==> config.mk <==
export PLATFORM = sky130hd
export DESIGN_NAME = power_mode_sequencer
export DESIGN_NICKNAME = d
export VERILOG_FILES = /design/src/design/pms_pkg.sv /design/src/design/pms_clk_div.sv /design/src/design/power_mode_sequencer.sv
export SDC_FILE = /design/constraint.sdc
export NUM_CORES = 1
export LEC_CHECK = 0
export BUFFER_PORTS_ARGS = -buffer_cell sky130_fd_sc_hd__buf_4
export CORE_MARGIN = 1.5
export CORE_UTILIZATION = 40
export CTS_CLUSTER_DIAMETER = 100
export CTS_CLUSTER_SIZE = 12
export DETAILED_ROUTE_END_ITERATION = 8
export PLACE_DENSITY = 0.78
export SYNTH_ARGS = -nofsm -noshare
export SYNTH_HDL_FRONTEND = slang
export SYNTH_SLANG_ARGS = --single-unit
==> constraint.sdc <==
create_clock -name clk -period 2.2 [get_ports clk]
set_clock_uncertainty 0.2 [all_clocks]
set_input_delay 0.33 -clock clk [delete_from_list [all_inputs] [get_ports clk]]
set_output_delay 0.33 -clock clk [all_outputs]
set_load 0.1 [all_outputs]
==> src/design/pms_pkg.sv <==
// package for the power-mode sequencer: field positions, reset values, states and carriers
// assumes a single 40 MHz system clock and one synchronous active-high reset
package pms_pkg;

    localparam int CLK_HZ = 40_000_000;
    localparam int NUM_WAKE_PINS = 8;
    localparam int NUM_IRQ = 8;

    // ****************************************
    // clock control register layout
    // ****************************************
    localparam int CKS_MSB = 7;
    localparam int CKS_LSB = 5;
    localparam int HI_KEEP_BIT = 1;
    localparam int LO_KEEP_BIT = 0;
    localparam logic [7:0] SCC_RESET = 8'h00;
    localparam logic [7:0] SCC_WRITE_MASK = 8'hE3;
    localparam logic [2:0] CKS_SUB = 3'h7;

    // ****************************************
    // timing
    // ****************************************
    localparam int DIV_W = 6;
    localparam logic [DIV_W-1:0] DIV_ZERO = 6'h00;

    typedef enum logic [2:0] {
        ST_FAST,
        ST_TO_SLOW,
        ST_SLOW,
        ST_TO_FAST,
        ST_HALTED,
        ST_WAKE_WAIT
    } seq_state_e;

    typedef enum logic [1:0] {
        MODE_SLEEP,
        MODE_IDLE_SUB_ONLY,
        MODE_IDLE_FAST_ONLY,
        MODE_IDLE_BOTH_OSC
    } low_mode_e;

    typedef enum logic [1:0] {
        WAKE_NONE,
        WAKE_PIN,
        WAKE_IRQ,
        WAKE_WDT
    } wake_src_e;

    // answer to the cpu when it may run again
    typedef struct packed {
        logic resume;
        logic vector;
        logic pc_sp_reset;
    } resume_s;

    // clock gating outputs
    typedef struct packed {
        logic sys_clk_en;
        logic fast_clk_run;
        logic sub_clk_run;
        logic cpu_run;
    } clk_gate_s;

endpackage

==> src/design/pms_clk_div.sv <==
// system clock enable divider: one-cycle pulse every 2^sel cycles of fast_clock ticks (64 for sel 7)
// assumes fast_tick is an in-domain enable marking each fast_clock period
`timescale 1ns/100ps
`default_nettype none
module pms_clk_div (
    input wire logic clk,
    input wire logic reset,
    input wire logic fast_tick,
    input wire logic [2:0] sel,
    output logic sys_tick
);
    import pms_pkg::*;

    logic [DIV_W-1:0] cnt_ff;
    logic [DIV_W-1:0] nxt_cnt;
    logic [DIV_W-1:0] mask;

    always_comb begin
        mask = DIV_W'((7'h01 << sel) - 7'h01);
        nxt_cnt = cnt_ff;
        if (fast_tick) begin
            nxt_cnt = DIV_W'(cnt_ff + 6'h01) & mask;
        end
    end

    always_ff @(posedge clk) begin
        if (reset) begin
            cnt_ff <= DIV_ZERO;
        end else begin
            cnt_ff <= nxt_cnt;
        end
    end

    // counter wraps under the mask, so a divide change takes effect within one period
    assign sys_tick = fast_tick && ((cnt_ff & mask) == DIV_ZERO);
endmodule
`default_nettype wire

==> src/design/power_mode_sequencer.sv <==
// power-mode sequencer: fast/slow clock select, halt into sleep or idle, wake-up and resume
// assumes cpu, interrupt controller and oscillators share clk; pins are asynchronous
`timescale 1ns/100ps
`default_nettype none
module power_mode_sequencer (
    input wire logic clk,
    input wire logic reset,
    input wire logic scc_wr,
    input wire logic [7:0] scc_wdata,
    output logic [7:0] system_clock_control_reg,
    input wire logic hi_osc_enable,
    input wire logic hi_osc_ready,
    input wire logic lo_osc_ready,
    output logic hi_osc_stable_flag,
    input wire logic fast_tick,
    input wire logic halt_req,
    input wire logic clr_wdt,
    input wire logic stack_full,
    input wire logic [pms_pkg::NUM_IRQ-1:0] irq_req,
    input wire logic [pms_pkg::NUM_IRQ-1:0] irq_enable,
    input wire logic wdt_overflow,
    input wire logic [pms_pkg::NUM_WAKE_PINS-1:0] porta_pin,
    input wire logic [pms_pkg::NUM_WAKE_PINS-1:0] porta_wake_enable,
    output logic powered_down_flag,
    output logic watchdog_expiry_flag,
    output logic wdt_clear,
    output pms_pkg::resume_s resume_out,
    output pms_pkg::clk_gate_s clk_gate,
    output logic sys_tick,
    output logic slow_active
);
    import pms_pkg::*;

    // ****************************************
    // pin synchronisers and edge detect
    // ****************************************
    logic [NUM_WAKE_PINS-1:0] pa_s1_ff, pa_s2_ff, pa_d_ff;
    logic [NUM_WAKE_PINS-1:0] nxt_pa_s1, nxt_pa_s2, nxt_pa_d;
    logic [NUM_WAKE_PINS-1:0] pa_fall;

    always_comb begin
        nxt_pa_s1 = porta_pin;
        nxt_pa_s2 = pa_s1_ff;
        nxt_pa_d = pa_s2_ff;
    end
    always_ff @(posedge clk) begin
        if (reset) begin
            pa_s1_ff <= 8'hFF;
            pa_s2_ff <= 8'hFF;
            pa_d_ff <= 8'hFF;
        end else begin
            pa_s1_ff <= nxt_pa_s1;
            pa_s2_ff <= nxt_pa_s2;
            pa_d_ff <= nxt_pa_d;
        end
    end
    // each pin gated by its own enable
    genvar gi;
    generate
        for (gi = 0; gi < NUM_WAKE_PINS; gi++) begin : g_pin
            assign pa_fall[gi] = porta_wake_enable[gi] && pa_d_ff[gi] && !pa_s2_ff[gi];
        end
    endgenerate

    // ****************************************
    // clock control register and oscillator flag
    // ****************************************
    logic [7:0] scc_ff, nxt_scc;
    logic hstab_ff, nxt_hstab;
    logic hen_d_ff, nxt_hen_d;

    always_comb begin
        nxt_scc = scc_ff;
        if (scc_wr) begin
            nxt_scc = scc_wdata & SCC_WRITE_MASK;
        end
        nxt_hen_d = hi_osc_enable;
        nxt_hstab = hstab_ff;
        // a gated oscillator loses its settle, so a wake must see it stable afresh
        if (!hi_osc_enable || !clk_gate.fast_clk_run) begin
            nxt_hstab = 1'b0;
        end else if (!hen_d_ff) begin
            nxt_hstab = 1'b0;
        end else if (hi_osc_ready) begin
            nxt_hstab = 1'b1;
        end
    end
    always_ff @(posedge clk) begin
        if (reset) begin
            scc_ff <= SCC_RESET;
            hstab_ff <= 1'b0;
            hen_d_ff <= 1'b0;
        end else begin
            scc_ff <= nxt_scc;
            hstab_ff <= nxt_hstab;
            hen_d_ff <= nxt_hen_d;
        end
    end

    assign system_clock_control_reg = scc_ff;
    assign hi_osc_stable_flag = hstab_ff;
    logic [2:0] cks;
    logic hi_keep, lo_keep;
    assign cks = scc_ff[CKS_MSB:CKS_LSB];
    assign hi_keep = scc_ff[HI_KEEP_BIT];
    assign lo_keep = scc_ff[LO_KEEP_BIT];

    // ****************************************
    // sequencer
    // ****************************************
    seq_state_e st_ff, nxt_st;
    seq_state_e ret_ff, nxt_ret;
    low_mode_e mode_ff, nxt_mode;
    logic pdf_ff, nxt_pdf;
    logic to_ff, nxt_to;
    logic [NUM_IRQ-1:0] armed_ff, nxt_armed;
    resume_s res_ff, nxt_res;
    logic wclr_ff, nxt_wclr;
    wake_src_e src_ff, nxt_src;
    logic [NUM_IRQ-1:0] irq_wake;
    logic any_wake, orig_stable;
    // an interrupt already pending at halt entry stays disarmed
    assign irq_wake = irq_req & armed_ff;
    assign any_wake = (|pa_fall) || (|irq_wake) || wdt_overflow;
    // slow returns to the sub clock, fast to the high oscillator
    assign orig_stable = (ret_ff == ST_SLOW) ? lo_osc_ready : hstab_ff;
    always_comb begin
        nxt_st = st_ff;
        nxt_ret = ret_ff;
        nxt_mode = mode_ff;
        nxt_pdf = pdf_ff;
        nxt_to = to_ff;
        nxt_armed = armed_ff;
        nxt_res = '0;
        nxt_wclr = 1'b0;
        nxt_src = src_ff;
        if (clr_wdt) begin
            nxt_pdf = 1'b0;
        end
        case (st_ff)
            ST_FAST: begin
                if (halt_req) begin
                    nxt_st = ST_HALTED;
                    nxt_ret = ST_FAST;
                end else if (cks == CKS_SUB) begin
                    nxt_st = ST_TO_SLOW;
                end
            end
            ST_TO_SLOW: begin
                if (cks != CKS_SUB) begin
                    nxt_st = ST_FAST;
                end else if (lo_osc_ready) begin
                    nxt_st = ST_SLOW;
                end
            end
            ST_SLOW: begin
                if (halt_req) begin
                    nxt_st = ST_HALTED;
                    nxt_ret = ST_SLOW;
                end else if (cks != CKS_SUB) begin
                    nxt_st = ST_TO_FAST;
                end
            end
            ST_TO_FAST: begin
                if (cks == CKS_SUB) begin
                    nxt_st = ST_SLOW;
                end else if (hstab_ff) begin
                    nxt_st = ST_FAST;
                end
            end
            ST_HALTED: begin
                if (any_wake) begin
                    nxt_st = ST_WAKE_WAIT;
                    if (wdt_overflow) begin
                        nxt_src = WAKE_WDT;
                        nxt_to = 1'b1;
                    end else if (|pa_fall) begin
                        nxt_src = WAKE_PIN;
                    end else begin
                        nxt_src = WAKE_IRQ;
                    end
                end
            end
            ST_WAKE_WAIT: begin
                if (orig_stable) begin
                    nxt_st = ret_ff;
                    nxt_res.resume = 1'b1;
                    nxt_res.pc_sp_reset = (src_ff == WAKE_WDT);
                    // vector only on an interrupt wake when any request is both pending and enabled and a stack level is free
                    nxt_res.vector = (src_ff == WAKE_IRQ) && !stack_full
                        && |(irq_req & irq_enable);
                end
            end
            default: begin
                nxt_st = ST_FAST;
            end
        endcase
        if (st_ff != ST_HALTED && nxt_st == ST_HALTED) begin
            nxt_mode = low_mode_e'({hi_keep, lo_keep});
            nxt_pdf = 1'b1;
            nxt_to = 1'b0;
            nxt_wclr = 1'b1;
            nxt_armed = ~irq_req;
        end
    end
    always_ff @(posedge clk) begin
        if (reset) begin
            st_ff <= ST_FAST;
            ret_ff <= ST_FAST;
            mode_ff <= MODE_SLEEP;
            pdf_ff <= 1'b0;
            to_ff <= 1'b0;
            armed_ff <= '0;
            res_ff <= '0;
            wclr_ff <= 1'b0;
            src_ff <= WAKE_NONE;
        end else begin
            st_ff <= nxt_st;
            ret_ff <= nxt_ret;
            mode_ff <= nxt_mode;
            pdf_ff <= nxt_pdf;
            to_ff <= nxt_to;
            armed_ff <= nxt_armed;
            res_ff <= nxt_res;
            wclr_ff <= nxt_wclr;
            src_ff <= nxt_src;
        end
    end

    assign powered_down_flag = pdf_ff;
    assign watchdog_expiry_flag = to_ff;
    assign wdt_clear = wclr_ff;
    assign resume_out = res_ff;
    assign slow_active = (st_ff == ST_SLOW) || (st_ff == ST_TO_FAST);

    // ****************************************
    // clock gating
    // ****************************************
    logic fast_tick_div;
    logic halted;
    assign halted = (st_ff == ST_HALTED) || (st_ff == ST_WAKE_WAIT);
    pms_clk_div u_div (
        .clk(clk),
        .reset(reset),
        .fast_tick(fast_tick),
        .sel(cks),
        .sys_tick(fast_tick_div)
    );
    always_comb begin
        clk_gate.cpu_run = !halted;
        clk_gate.sys_clk_en = !halted;
        clk_gate.fast_clk_run = 1'b1;
        clk_gate.sub_clk_run = 1'b1;
        if (st_ff == ST_HALTED) begin
            clk_gate.fast_clk_run = (mode_ff == MODE_IDLE_BOTH_OSC)
                || (mode_ff == MODE_IDLE_FAST_ONLY);
            clk_gate.sub_clk_run = (mode_ff == MODE_IDLE_BOTH_OSC)
                || (mode_ff == MODE_IDLE_SUB_ONLY);
        end
    end

    // sub clock path ticks every cycle here; the real sub rate lives outside
    assign sys_tick = halted ? 1'b0 : (slow_active ? 1'b1 : fast_tick_div);

    // ****************************************
    // checks
    // ****************************************
    property p_entry_flags;
        @(posedge clk) disable iff (reset)
        (st_ff != ST_HALTED && nxt_st == ST_HALTED) |=> pdf_ff && !to_ff && wdt_clear;
    endproperty
    a_entry_flags: assert property (p_entry_flags) else $error("entry flags wrong");
    property p_wdt_clear;
        @(posedge clk) disable iff (reset)
        $rose(st_ff == ST_HALTED) |-> wdt_clear ##1 !wdt_clear;
    endproperty
    a_wdt_clear: assert property (p_wdt_clear) else $error("wdt clear missing");
    property p_clr_pdf;
        @(posedge clk) disable iff (reset)
        (clr_wdt && !(st_ff != ST_HALTED && nxt_st == ST_HALTED)) |=> !pdf_ff;
    endproperty
    a_clr_pdf: assert property (p_clr_pdf) else $error("pdf not cleared");
    property p_sleep_clocks;
        @(posedge clk) disable iff (reset)
        (st_ff == ST_HALTED && mode_ff == MODE_SLEEP) |-> !clk_gate.fast_clk_run
            && !clk_gate.sub_clk_run && !clk_gate.cpu_run;
    endproperty
    a_sleep_clocks: assert property (p_sleep_clocks) else $error("sleep clocks on");
    property p_slow_wait;
        @(posedge clk) disable iff (reset)
        (st_ff == ST_TO_SLOW && !lo_osc_ready) |=> st_ff != ST_SLOW;
    endproperty
    a_slow_wait: assert property (p_slow_wait) else $error("slow too early");
    property p_fast_wait;
        @(posedge clk) disable iff (reset)
        (st_ff == ST_TO_FAST && !hstab_ff) |=> st_ff != ST_FAST;
    endproperty
    a_fast_wait: assert property (p_fast_wait) else $error("fast too early");
    property p_wdt_wake;
        @(posedge clk) disable iff (reset)
        (st_ff == ST_HALTED && wdt_overflow) |=> to_ff && st_ff == ST_WAKE_WAIT;
    endproperty
    a_wdt_wake: assert property (p_wdt_wake) else $error("wdt wake wrong");
    property p_resume_stable;
        @(posedge clk) disable iff (reset)
        resume_out.resume |-> $past(st_ff) == ST_WAKE_WAIT && $past(orig_stable);
    endproperty
    a_resume_stable: assert property (p_resume_stable) else $error("resume unstable");

    c_sleep: cover property (@(posedge clk) st_ff == ST_HALTED && mode_ff == MODE_SLEEP);
    c_slow: cover property (@(posedge clk) st_ff == ST_SLOW);
    c_vector: cover property (@(posedge clk) resume_out.vector);
    c_wdt: cover property (@(posedge clk) resume_out.pc_sp_reset);
endmodule
`default_nettype wire

==> summary.md, run 1 <==
The flow ran to the end, but the final reports show violations. The final reports fail on negative setup slack. The tools report the DRC marker count from the first detailed-route iteration as 61. The routed design has 5070 um of wire. The fraction of registers with async set or reset after synthesis came out at 0. The wire-length estimate of the detail-placed layout is 3570 um. Entering global routing, the biggest net connects 57 pins. The fraction of final layout cells with drive strength greater than 1 works out to 0.399. The endpoint identified for the worst register-to-register timing path is u_div.cnt_ff[2]. The I/O pin count is 72, and the number of global-route vias before repair is 1,956. The share of the clock period used by the worst path after layout came out at 1.29.

For the antenna diode count, the log shows 0. In this run the critical register-to-register path is launched from system_clock_control_reg[6]. The count of cells in the finished layout, fillers not included, comes to 418.

The max-cap violation count was 0; the core area was 5570 um^2. The total placed cells including tap cells was 385. In this run the cell area of the synthesized design comes to 2330 um^2.

Counting along the longest clock path gives a buffer depth of 2. The run gives -0.631 ns as the post-layout worst setup margin. The worst path arrival time is 2.30 ns. Count of cell types in the netlist: 49. The logs give 0 for the yosys synthesis warning count and 1 for the final setup violation count. In this run the power density over the cells is 814 nW/um^2.

Number of hold violations in the final report: 0. Before CTS, the worst setup slack after placement is -0.375 ns. The run gives 0.33 ns as the clock latency at the later pin of the worst-skew pair. In this run the horizontal extent of the chip is 79.3 um. The instance count of the mapped netlist is 249. In the synthesized netlist the dominant register cell turns out to be sky130_fd_sc_hd__dfxtp_1. The height of the die was 79.3 um; the final routed wire length divided by cell count was 12.1 um. Critical path required time: 1.67 ns.

The run gives 0 as the number of buffers inserted to repair setup after CTS. The initial antenna violation count was 0. The area added between synthesis and finish was 44.4%; the area of the multi-input gates was 1080 um^2.

The placement row count was 27; the H-tree depth was 3. The most critical setup path has its endpoint at sys_tick. Derived from the worst setup path, the maximum achievable clock frequency is 0.353 GHz. Yosys attributes the largest share of cell area to sky130_fd_sc_hd__dfxtp_1, sky130_fd_sc_hd__or2_2, sky130_fd_sc_hd__nor2_1. CTS clock-pin slew for the worst setup and hold paths: 0.07 ns. The sequential cell area came out at 1190 um^2.

After detailed routing, the number of vias per cell comes to 4.89. The largest fanout of any net on the critical path is 2, and the total number of clock tree sinks is 59. Once detail routing completed, the nets flagged for antenna violations numbered 0. The critical path is of the reg -> out type. In this run the worst setup path begins at system_clock_control_reg[6]. Hold is met by 0.0378 ns. The number of enable-type register cells in the synthesized netlist is 0, and the static power due to leakage is 1.44 nW. After synthesis, the mean cell area works out to 9.36 um^2.

For the final routed database, the setup TNS stands at -0.631 ns. Setup repair after global routing could not meet its margin everywhere. After filler insertion, the fill cell instance count of the layout stands at 493.

The worst path needs 2.83 ns of the cycle, external delays included. The biggest area contributor in the post-synthesis netlist is sky130_fd_sc_hd__dfxtp_1. The area of the die is 6290 um^2, and the quantity of I/O buffers inserted on ports is 65. Synthesis inferred 59 register bits. The share of synthesized area occupied by flip-flops and latches is 0.507, and the slack of the worst reg-to-reg path is 0.35 ns. TritonCTS built the clock tree. Top-area cell type share of the netlist area: 0.507. The initial core utilization was 0.418; the peak ir drop on the vdd network was 0.657 mV. The net count of the finished layout is 394. End-of-flow core utilization: 0.604.

STA classifies the critical path startpoint as a flip-flop. STA classifies the critical path endpoint as an output pin. The final max-slew violation count is 0, and the number of clock buffers inserted by TritonCTS is 9. After detailed routing, the number of remaining DRC violations is 0. The logs give 8280 um for the wire length of the first global-routing pass and 0.874 for the last weighted congestion value of the routability-driven placer. The run gives 0.171 as the total global routing track utilization. Class of the tightest hold or removal check: in -> reg. The tools report the total congestion overflow after global routing as 0. For the count of TritonRoute iterations in the first routing pass, the log shows 4. The tools report the root buffer cell as sky130_fd_sc_hd__clkbuf_8. The worst reg-to-reg path cell count was 7.

Routed via count: 2,044.
## worst min path at each step
stage | from | to | slack [ns] | cells after the start
finish | scc_wdata[1] | system_clock_control_reg[1] | 0.04 | 3
global route | fast_tick | u_div.cnt_ff[5] | 0.04 | 2
CTS | fast_tick | u_div.cnt_ff[5] | 0.03 | 2
detailed placement | nxt_pa_s2[3] | nxt_pa_d[3] | 0.19 | 1
global placement | nxt_pa_s2[4] | nxt_pa_d[4] | 0.19 | 1
floorplan | nxt_pa_s2[0] | nxt_pa_d[0] | 0.19 | 1
## cells in the mapped netlist (2+ instances only)
cell type	n
sky130_fd_sc_hd__nor2b_1	2
sky130_fd_sc_hd__nor3_1	5
sky130_fd_sc_hd__nand3_1	4
sky130_fd_sc_hd__ha_1	2
sky130_fd_sc_hd__nor2_1	29
sky130_fd_sc_hd__nand2_1	17
sky130_fd_sc_hd__or2_2	24
sky130_fd_sc_hd__nand4_1	2
sky130_fd_sc_hd__a22o_1	2
sky130_fd_sc_hd__inv_2	3
sky130_fd_sc_hd__mux2i_1	9
sky130_fd_sc_hd__and3_1	2
sky130_fd_sc_hd__nor4_1	2
sky130_fd_sc_hd__a21oi_1	13
sky130_fd_sc_hd__clkbuf_1	9
sky130_fd_sc_hd__nand2b_1	3
sky130_fd_sc_hd__dfxtp_1	59
sky130_fd_sc_hd__o21ai_0	2
sky130_fd_sc_hd__a31oi_1	3
sky130_fd_sc_hd__o22ai_1	4
sky130_fd_sc_hd__buf_4	4
sky130_fd_sc_hd__a221oi_1	2
sky130_fd_sc_hd__a22oi_1	4
sky130_fd_sc_hd__o21ba_1	2
sky130_fd_sc_hd__xor2_1	2
sky130_fd_sc_hd__or3_1	2
sky130_fd_sc_hd__a211oi_1	11
sky130_fd_sc_hd__inv_1	5
## power by group
group / internal (mW) / switching (mW) / leakage (nW) / total [mW]
combinational: 0.245 / 0.371 / 0.863 / 0.616
sequential: 1.13 / 0.0372 / 0.488 / 1.16
clock: 0.527 / 0.433 / 0.0923 / 0.960
## critical path, stage by stage, from the launching register on
cell and delay, ns:
sky130_fd_sc_hd__dfxtp_4 0.34, sky130_fd_sc_hd__or3_4 0.40, sky130_fd_sc_hd__ha_4 0.27, sky130_fd_sc_hd__inv_2 0.03
sky130_fd_sc_hd__a221oi_2 0.23, sky130_fd_sc_hd__o221ai_1 0.15, sky130_fd_sc_hd__o21ba_2 0.26, sky130_fd_sc_hd__nor2_4 0.12
sky130_fd_sc_hd__buf_12 0.18
## kinds of logic after synthesis
family          after synthesis  share of synthesized area
buf+inv                      23                     0.0472
xor+xnor                      3                     0.0113
flops                        59                      0.507
other cells                   1                    0.00161
simple gates                 99                      0.220
mux                           9                     0.0386
compound gates               53                      0.164
fa+ha+maj                     2                     0.0107
## area by class of cell
type / instances / share of cell area
Clock buffer: 9 / 0.0368
Clock inverter: 7 / 0.0223
Inverter: 8 / 0.00892
Multi-Input combinational cell: 169 / 0.321
Sequential cell: 59 / 0.355
Tap cell: 72 / 0.0268
Timing Repair Buffer: 94 / 0.230
## layout by cell type (no fill, tap or decap), types with 3 or more instances in the layout
cell type                       synthesis  layout
sky130_fd_sc_hd__clkbuf_8               0       9
sky130_fd_sc_hd__dlygate4sd3_1          0      17
sky130_fd_sc_hd__inv_1                  5       4
sky130_fd_sc_hd__nor2_1                29      28
sky130_fd_sc_hd__mux2i_1                9       9
sky130_fd_sc_hd__a211oi_1              11      11
sky130_fd_sc_hd__a21oi_1               13      13
sky130_fd_sc_hd__dfxtp_4                0       3
sky130_fd_sc_hd__buf_4                  4      75
sky130_fd_sc_hd__o22ai_1                4       4
sky130_fd_sc_hd__dfxtp_1               59      54
sky130_fd_sc_hd__nand2_1               17      17
sky130_fd_sc_hd__or2_2                 24      24
sky130_fd_sc_hd__nand3_1                4       4
sky130_fd_sc_hd__a31oi_1                3       3
sky130_fd_sc_hd__or3_4                  1       3
sky130_fd_sc_hd__a22oi_1                4       4
sky130_fd_sc_hd__inv_2                  3       4
sky130_fd_sc_hd__nor3_1                 5       5
sky130_fd_sc_hd__nand2b_1               3       3
sky130_fd_sc_hd__clkinvlp_4             0       3
sky130_fd_sc_hd__conb_1                 1       3
## per-layer routing
layer / up-vias / global-route usage / part of all wire / wire length, um
met2: 57 / 0.296 / 0.49 / 2470
met5: - / 0 / 0 / 0
met3: 8 / 0.0494 / 0.044 / 222
li1: 1050 / - / - / -
met4: 0 / 0.0807 / 0.017 / 87
met1: 929 / 0.191 / 0.45 / 2290
## per-stage QoR
stage | instance area, um^2 | total power [mW]
6_report | 3370 | 2.74
5_1_grt | 3370 | 2.88
4_1_cts | 3350 | 2.76
3_5_place_dp | 2970 | 1.76
3_3_place_gp | 2970 | 1.75
2_1_floorplan | 2380 | 1.59
## what timing repair did
item,4_1_cts,5_1_grt
endpoints found under the setup margin,1,3
hold buffers,17,0
endpoints found under the hold margin,17,0
resized for setup,3,6
pin swaps,3,1
No activity file was read; power rests on OpenSTA's default activity.
==> run 2: changes to the inputs <==
--- a/config.mk
+++ b/config.mk
@@ -5,7 +5,9 @@
 export SDC_FILE = /design/constraint.sdc
 export NUM_CORES = 1
 export LEC_CHECK = 0
+export ABC_CLOCK_PERIOD_IN_PS = 2200
 export BUFFER_PORTS_ARGS = -buffer_cell sky130_fd_sc_hd__buf_4
+export CORE_ASPECT_RATIO = 0.7
 export CORE_MARGIN = 1.5
 export CORE_UTILIZATION = 40
 export CTS_CLUSTER_DIAMETER = 100
==> run 2 against run 1 <==
Effect of this change:
- the flow still finishes with violations (negative setup slack)
- global-route usage is 0.37 points higher
- sequential share of layout area is 0.27 points higher
- critical path depth stayed put
- final cell count is 0.24% higher
==> summary.md, run 2 (same netlist as run 1, synthesis figures left out) <==
The run finished, with violations left. The checks that failed: negative setup slack. The non-filler instance count after layout was 419 (+0.24%); the combinational share of power was 0.225 (about the same). The total design power was 2.72 mW (-0.85%). The worst reg-to-reg path cell count was 7 (unchanged). The logs give 0.804 mW (-4.4%) for the net switching component of the power and 497 (+0.81%) for the count of fill cells added during filler insertion. The number of buffers inserted to repair setup after CTS came out at 0 (unchanged). The run gives 0.33 ns (-0.02 ns) as the slack of the worst reg-to-reg path. Initial antenna violation count: 0 (unchanged).

For the fmax, the log shows 0.357 GHz (+1.0%). The clock power share came out at 0.347 (-0.003). The logs give 4 (unchanged) for the count of TritonRoute iterations in the first routing pass and 6300 um^2 (+0.12%) for the area of the die. Power density relative to cell area: 814 nW/um^2 (about the same). The total global routing track utilization was 0.174 (+0.00367). The final routed wire length divided by cell count is 12.4 um (+1.9%).

The I/O pin count is 72 (unchanged), and the share of the clock period used by the worst path after layout is 1.27 (-0.0131). The post-layout worst setup margin was -0.602 ns (+0.0289 ns); the H-tree depth was 3 (unchanged). The cell-internal power was 1.91 mW (+0.71%). The height of the die was 66.9 um (-16%).

The number of cells traversed by the worst hold path was 2 (-1); the initial core utilization was 0.411 (-0.00701). The fraction of final layout cells with drive strength greater than 1 is 0.395 (-0.00350), and the per-cell via count in the routed design is 4.87 (-0.39%). Walking the worst path, the cells encountered are or3_4 > ha_4 > inv_2 > a221oi_2 > o221ai_1 > o21ba_2 > nor2_4 > buf_12. Leaving out fill and tap cells, the most frequent cell in the layout is sky130_fd_sc_hd__buf_4.

The core area is 5670 um^2 (+1.7%). The tools report the critical path startpoint category as a flip-flop. Sequential share of power: 0.428 (+0.003). The number of nets with antenna violations after routing came out at 0 (unchanged). Top cell family by delay on the critical path: compound AO/OA/AOI/OAI gates.

Count of buffer and inverter cells on the critical path: 2 (unchanged). The area added between synthesis and finish came out at 43.2%. Chip width: 94.2 um (+19%). The pin count of the biggest net entering global routing is 57 (unchanged). The static power due to leakage is 1.44 nW (-0.42%), and the time the final worst path needs with I/O delays and setup is 2.80 ns (-0.0289 ns). The worst setup path is captured at an output pin. Global routing's busiest layer: met2. In this run the most critical hold path is launched from irq_req[1]. For the critical path required time, the log shows 1.67 ns (about the same). The type of the worst setup path is reg -> out. Placed instance area: 2980 um^2 (+0.38%). The clock latency at the later pin of the worst-skew pair is 0.32 ns (about the same).

The tools report the worst path arrival time as 2.27 ns (-0.03 ns). Final max-slew violation count: 0 (unchanged). For the number of clock buffers inserted by TritonCTS, the log shows 9 (unchanged).

The DRC marker count from the first detailed-route iteration is 82 (+34%), and the final setup violation count is 1 (unchanged). The CTS clock-pin slew for the worst setup and hold paths is 0.07 ns (about the same). Setup repair after global routing could not meet its margin everywhere.

The worst hold path terminates at armed_ff[1]. The proportion of total power due to net switching is 0.296 (-0.0109). The total congestion overflow after global routing came out at 0 (unchanged).

The logs give 2 (unchanged) for the number of buffers on the longest clock path and 1190 um^2 (-0.11%) for the sequential cell area. The worst register-to-register path ends at u_div.cnt_ff[2]. The tools report the total number of clock tree sinks as 59 (unchanged). The run gives 23 (-15%) as the placement row count.

Peak per-stage delay on the critical path: 0.40 ns (about the same). The antenna diode count is 0 (unchanged), and the met1 global-route usage is 0.205 (+0.0143). The total detailed-routing wirelength was 5180 um (+2.1%); the number of global-route vias before repair was 1,875 (-4.1%).

CTS placed an instance of sky130_fd_sc_hd__clkbuf_8 at the clock tree root. The wire length of the first global-routing pass is 8250 um (-0.42%), and the last weighted congestion value of the routability-driven placer is 0.856 (-2.0%). The routed via count was 2,041 (-0.15%); the peak ir drop on the vdd network was 0.517 mV (-21%).

The cell with the biggest individual delay on the critical path was sky130_fd_sc_hd__or3_4. The area of the multi-input gates came out at 1080 um^2 (-0.35%). The met3 track demand over resource in global routing was 0.0571 (+0.00765). Met2 global-route usage: 0.295 (-0.000762). Launch point of the worst reg-to-reg path: system_clock_control_reg[5]. The run gives 389 (+1.0%) as the total placed cells including tap cells. The total number of nets in the final design is 393 (-0.25%). The quantity of I/O buffers inserted on ports works out to 65 (unchanged).

In the layout the commonest cells are sky130_fd_sc_hd__buf_4, sky130_fd_sc_hd__dfxtp_1, sky130_fd_sc_hd__nor2_1, sky130_fd_sc_hd__or2_2, sky130_fd_sc_hd__nand2_1. Largest fanout of any net on the critical path: 2 (unchanged). The logs give 0 (unchanged) for the max-cap violation count and 3340 um^2 (-0.85%) for the cell area after layout.

The path class of the tightest hold or removal check is in -> reg. The logs give 3690 um (+3.5%) for the sum of net half-perimeters after detailed placement and 0 (unchanged) for the count of unresolved DRC violations after routing. TritonCTS built the clock tree. The number of hold violations in the final report was 0 (unchanged).
run 2: area by class of cell:
class                   instances  area share
well taps                      75      0.0281
repair buffers                 93       0.225
flip-flops and latches         59       0.358
clock inverters                 4      0.0154
multi-input cells             169       0.322
inverters                       8     0.00900
clock buffers                  11      0.0424
run 2: layer usage:
layer | vias to the layer above | routed length [um]
li1 | 1046 | -
met1 | 935 | 2430
met2 | 56 | 2440
met3 | 4 | 272
met4 | 0 | 44
met5 | - | 0
run 2: how the worst max path moves through the flow:
stage                                      startpoint  endpoint  slack, ns  cells past startpoint
after global placement    system_clock_control_reg[5]  sys_tick      -0.34                      8
after CTS                 system_clock_control_reg[5]  sys_tick      -0.64                      8
after floorplan           system_clock_control_reg[6]  sys_tick      -0.65                      8
after global routing      system_clock_control_reg[5]  sys_tick      -0.70                      8
after detailed placement  system_clock_control_reg[5]  sys_tick      -0.38                      8
final                     system_clock_control_reg[5]  sys_tick      -0.60                      8
run 2: stage by stage:
stage	utilization	hold WS [ns]	TNS, ns	worst slack [ns]
floorplan	-	0.189	-0.653	-0.653
global placement	0.525	0.192	-0.335	-0.335
detailed placement	0.525	0.193	-0.376	-0.376
CTS	0.589	0.00336	-0.639	-0.639
global route	0.589	0.0131	-0.698	-0.698
finish	0.589	0.0155	-0.602	-0.602
run 2: worst register-to-register path, cell delays in order (launching register included):
cell and delay, ns:
sky130_fd_sc_hd__dfxtp_4 0.34, sky130_fd_sc_hd__or3_4 0.40, sky130_fd_sc_hd__ha_4 0.19, sky130_fd_sc_hd__xnor2_1 0.22, sky130_fd_sc_hd__buf_4 0.15, sky130_fd_sc_hd__o21ai_0 0.06, sky130_fd_sc_hd__a21oi_1 0.14, sky130_fd_sc_hd__nor2_1 0.05
run 2: power groups by stage:
stage | Clock (mW) | Sequential [mW] | Combinational, mW
floorplan | 0 | 1.25 | 0.337
global placement | 0 | 1.18 | 0.572
detailed placement | 0 | 1.19 | 0.583
CTS | 0.966 | 1.16 | 0.614
global route | 1.02 | 1.17 | 0.654
finish | 0.942 | 1.16 | 0.612
run 2: repair_timing:
| item | CTS | global route |
|---|---|---|
| resized for setup | 4 | 1 |
| endpoints found under the hold margin | 15 | 0 |
| hold buffers | 15 | 0 |
| endpoints found under the setup margin | 2 | 2 |
| pin swaps | 3 | 1 |
==> run 3: changes to the inputs <==
--- a/config.mk
+++ b/config.mk
@@ -9,11 +9,11 @@
 export BUFFER_PORTS_ARGS = -buffer_cell sky130_fd_sc_hd__buf_4
 export CORE_ASPECT_RATIO = 0.7
 export CORE_MARGIN = 1.5
-export CORE_UTILIZATION = 40
+export CORE_UTILIZATION = 30
 export CTS_CLUSTER_DIAMETER = 100
 export CTS_CLUSTER_SIZE = 12
 export DETAILED_ROUTE_END_ITERATION = 8
-export PLACE_DENSITY = 0.78
+export PLACE_DENSITY = 0.64
 export SYNTH_ARGS = -nofsm -noshare
 export SYNTH_HDL_FRONTEND = slang
 export SYNTH_SLANG_ARGS = --single-unit
==> run 3 against run 2 <==
Effect of this change:
- the run still ends with negative setup slack left
- global-route usage is 3.0 points lower
- register-to-register slack about the same
- clock power is 10% higher
- non-clock buffer count grew 2
- worst hold slack better by 0.023 ns
- sequential cell count stayed put
- routed wire length is 8.4% higher
- final cell count rose by 6.2%
- combinational power is 2% higher
- die area is 32% higher
- utilization shrank 13 points
- largest power group unchanged
==> summary.md, run 3 (same netlist as run 1, synthesis figures left out) <==
The flow ran to the end, but the final reports show violations. The checks that failed: negative setup slack. The height of the die is 76.8 um (+15%), and the total design power is 2.83 mW (+4.2%). The logs give -0.588 ns (+0.0146 ns) for the post-layout worst setup margin and 0.452 mV (-13%) for the peak ir drop on the vdd network. For the clock latency at the later pin of the worst-skew pair, the log shows 0.33 ns (about the same).

The root buffer cell chosen for the clock tree is sky130_fd_sc_hd__clkbuf_8. The tools report the worst path arrival time as 2.26 ns (about the same). The logs give 0.144 (-0.0300) for the total global routing track utilization and 0 (unchanged) for the total congestion overflow after global routing. The tools report the pin count of the biggest net entering global routing as 31 (-46%). The largest fanout of any net on the critical path was 2 (unchanged); the slack of the worst reg-to-reg path was 0.33 ns (about the same).

The area of the die is 8320 um^2 (+32%), and the non-filler instance count after layout is 445 (+6.2%). Cell with the biggest individual delay on the critical path: sky130_fd_sc_hd__or3_4. For the number of global-route vias before repair, the log shows 1,941 (+3.5%).

The initial core utilization was 0.314 (-0.0969). The end-of-flow core utilization was 0.460 (-0.128); the chip width was 108 um (+15%). The count of unresolved DRC violations after routing is 0 (unchanged).

Setup repair after global routing could not meet its margin everywhere. The last weighted congestion value of the routability-driven placer is 0.847 (-1.1%), and the placement row count is 26 (+13%). The tools report the number of hold violations in the final report as 0 (unchanged). Commonest non-fill, non-tap cell in the layout: sky130_fd_sc_hd__buf_4. The critical path startpoint category was a flip-flop. Source of the critical timing path: system_clock_control_reg[6]. The logs give 1 (unchanged) for the final setup violation count and 5610 um (+8.4%) for the total detailed-routing wirelength. The run gives 1.47 nW (+2.0%) as the static power due to leakage. In the layout the commonest cells are sky130_fd_sc_hd__buf_4, sky130_fd_sc_hd__dfxtp_1, sky130_fd_sc_hd__nor2_1, sky130_fd_sc_hd__or2_2. The routed via count came out at 2,065 (+1.2%). I/O pin count: 72 (unchanged). The share of the clock period used by the worst path after layout was 1.27 (-0.00666). In this run the most critical hold path is launched from scc_wdata[6]. The antenna diode count was 0 (unchanged). The core area is 7420 um^2 (+31%), and the fraction of final layout cells with drive strength greater than 1 is 0.395 (-0.000536).

The run gives 0 (unchanged) as the final max-slew violation count. The logs give 9 (unchanged) for the number of clock buffers inserted by TritonCTS and 0 (unchanged) for the number of nets with antenna violations after routing. Final routed wire length divided by cell count: 12.6 um (+2.0%). The sum of net half-perimeters after detailed placement came out at 3930 um (+6.4%). Count of fill cells added during filler insertion: 711 (+43%). Type of the worst setup path: reg -> out. The critical path required time was 1.67 ns (about the same); the number of buffers on the longest clock path was 2 (unchanged). The total placed cells including tap cells was 412 (+5.9%).

The tools report the initial antenna violation count as 0 (unchanged). The area added between synthesis and finish is 46.5%. The endpoint kind of the worst setup timing path was an output pin. The CTS clock-pin slew for the worst setup and hold paths is 0.06 ns (about the same). The total number of nets in the final design was 395 (+0.51%); the total number of clock tree sinks was 59 (unchanged). The H-tree depth is 3 (unchanged).

The quantity of I/O buffers inserted on ports was 65 (unchanged). The DRC marker count from the first detailed-route iteration was 106 (+29%). The tightest min-delay check is of the in -> reg type.

The wire length of the first global-routing pass came out at 9030 um (+9.5%). TritonCTS built the clock tree. The max-cap violation count is 0 (unchanged), and the count of TritonRoute iterations in the first routing pass is 4 (unchanged). The peak per-stage delay on the critical path is 0.40 ns (about the same). Launch point of the worst reg-to-reg path: system_clock_control_reg[6]. The fmax was 0.359 GHz (+0.53%). The power density relative to cell area was 829 nW/um^2 (+1.8%); the per-cell via count in the routed design was 4.64 (-4.7%).

Walking the worst path, the cells encountered are or3_4 > ha_4 > inv_2 > a221oi_2 > o221ai_1 > o21ba_2 > nor2_4 > buf_12. The time the final worst path needs with I/O delays and setup works out to 2.79 ns (-0.0146 ns).
## run 3: cell count changes in the layout (fill, tap and decap cells not counted)
cell,delta
sky130_fd_sc_hd__clkinv_2,+3
sky130_fd_sc_hd__clkinv_4,-1
sky130_fd_sc_hd__buf_6,-1
sky130_fd_sc_hd__clkinvlp_4,-1
sky130_fd_sc_hd__bufinv_16,+1
sky130_fd_sc_hd__or3_2,-1
sky130_fd_sc_hd__or3_4,+1
sky130_fd_sc_hd__buf_12,+1
sky130_fd_sc_hd__clkbuf_8,-1
sky130_fd_sc_hd__dlygate4sd3_1,+2
## run 3: through the flow
step           hold slack [ns]  setup TNS [ns]  instance area (um^2)  setup slack [ns]
6_report                0.0380          -0.588                  3410            -0.588
5_1_grt                 0.0303          -0.710                  3410            -0.710
4_1_cts                 0.0202          -0.624                  3400            -0.624
3_5_place_dp             0.194          -0.362                  3010            -0.362
3_3_place_gp             0.193          -0.333                  3010            -0.333
2_1_floorplan            0.189          -0.653                  2380            -0.653
## run 3: report_power, final
group	internal (mW)	leakage, nW	switching, mW
clock network	0.630	0.110	0.411
registers	1.13	0.487	0.0359
logic	0.247	0.868	0.379
total	2.00	1.47	0.826
## run 3: final cells by class
cell class	count	area, um^2	share of cell area
clock buffer	10	128	0.0374
tap	98	123	0.0359
inverter	8	30.0	0.00879
clock inverter	6	80.1	0.0235
sequential	59	1190	0.350
multi-input combinational	169	1080	0.316
timing repair buffer	95	781	0.229
## run 3: critical path: cells and delay by family (launching register included)
kind | cells | cell delay [ns]
compound gates | 3 | 0.61
simple gates | 2 | 0.50
flops | 1 | 0.34
fa+ha+maj | 1 | 0.27
buf+inv | 2 | 0.21
## run 3: repair_timing
item,CTS,global route
pin swaps,3,0
hold buffers,17,0
setup endpoints to repair,2,2
resized for setup,5,3
cloned,0,0
setup buffers,0,0
endpoints found under the hold margin,17,0
## run 3: layer usage
metal	global-route usage	share of wire	up-vias
met1	0.185	0.47	937
met3	0.0519	0.069	8
met4	0.0671	0.019	0
met2	0.215	0.44	73
met5	0	0	-
li1	-	-	1047
## run 3: final timing paths
check / endpoint / depth (start not counted)
hold reg to reg: nxt_pa_d[0] / 1
setup reg to reg: u_div.cnt_ff[4] / 5
setup / recovery: sys_tick / 8
hold / removal: system_clock_control_reg[6] / 3
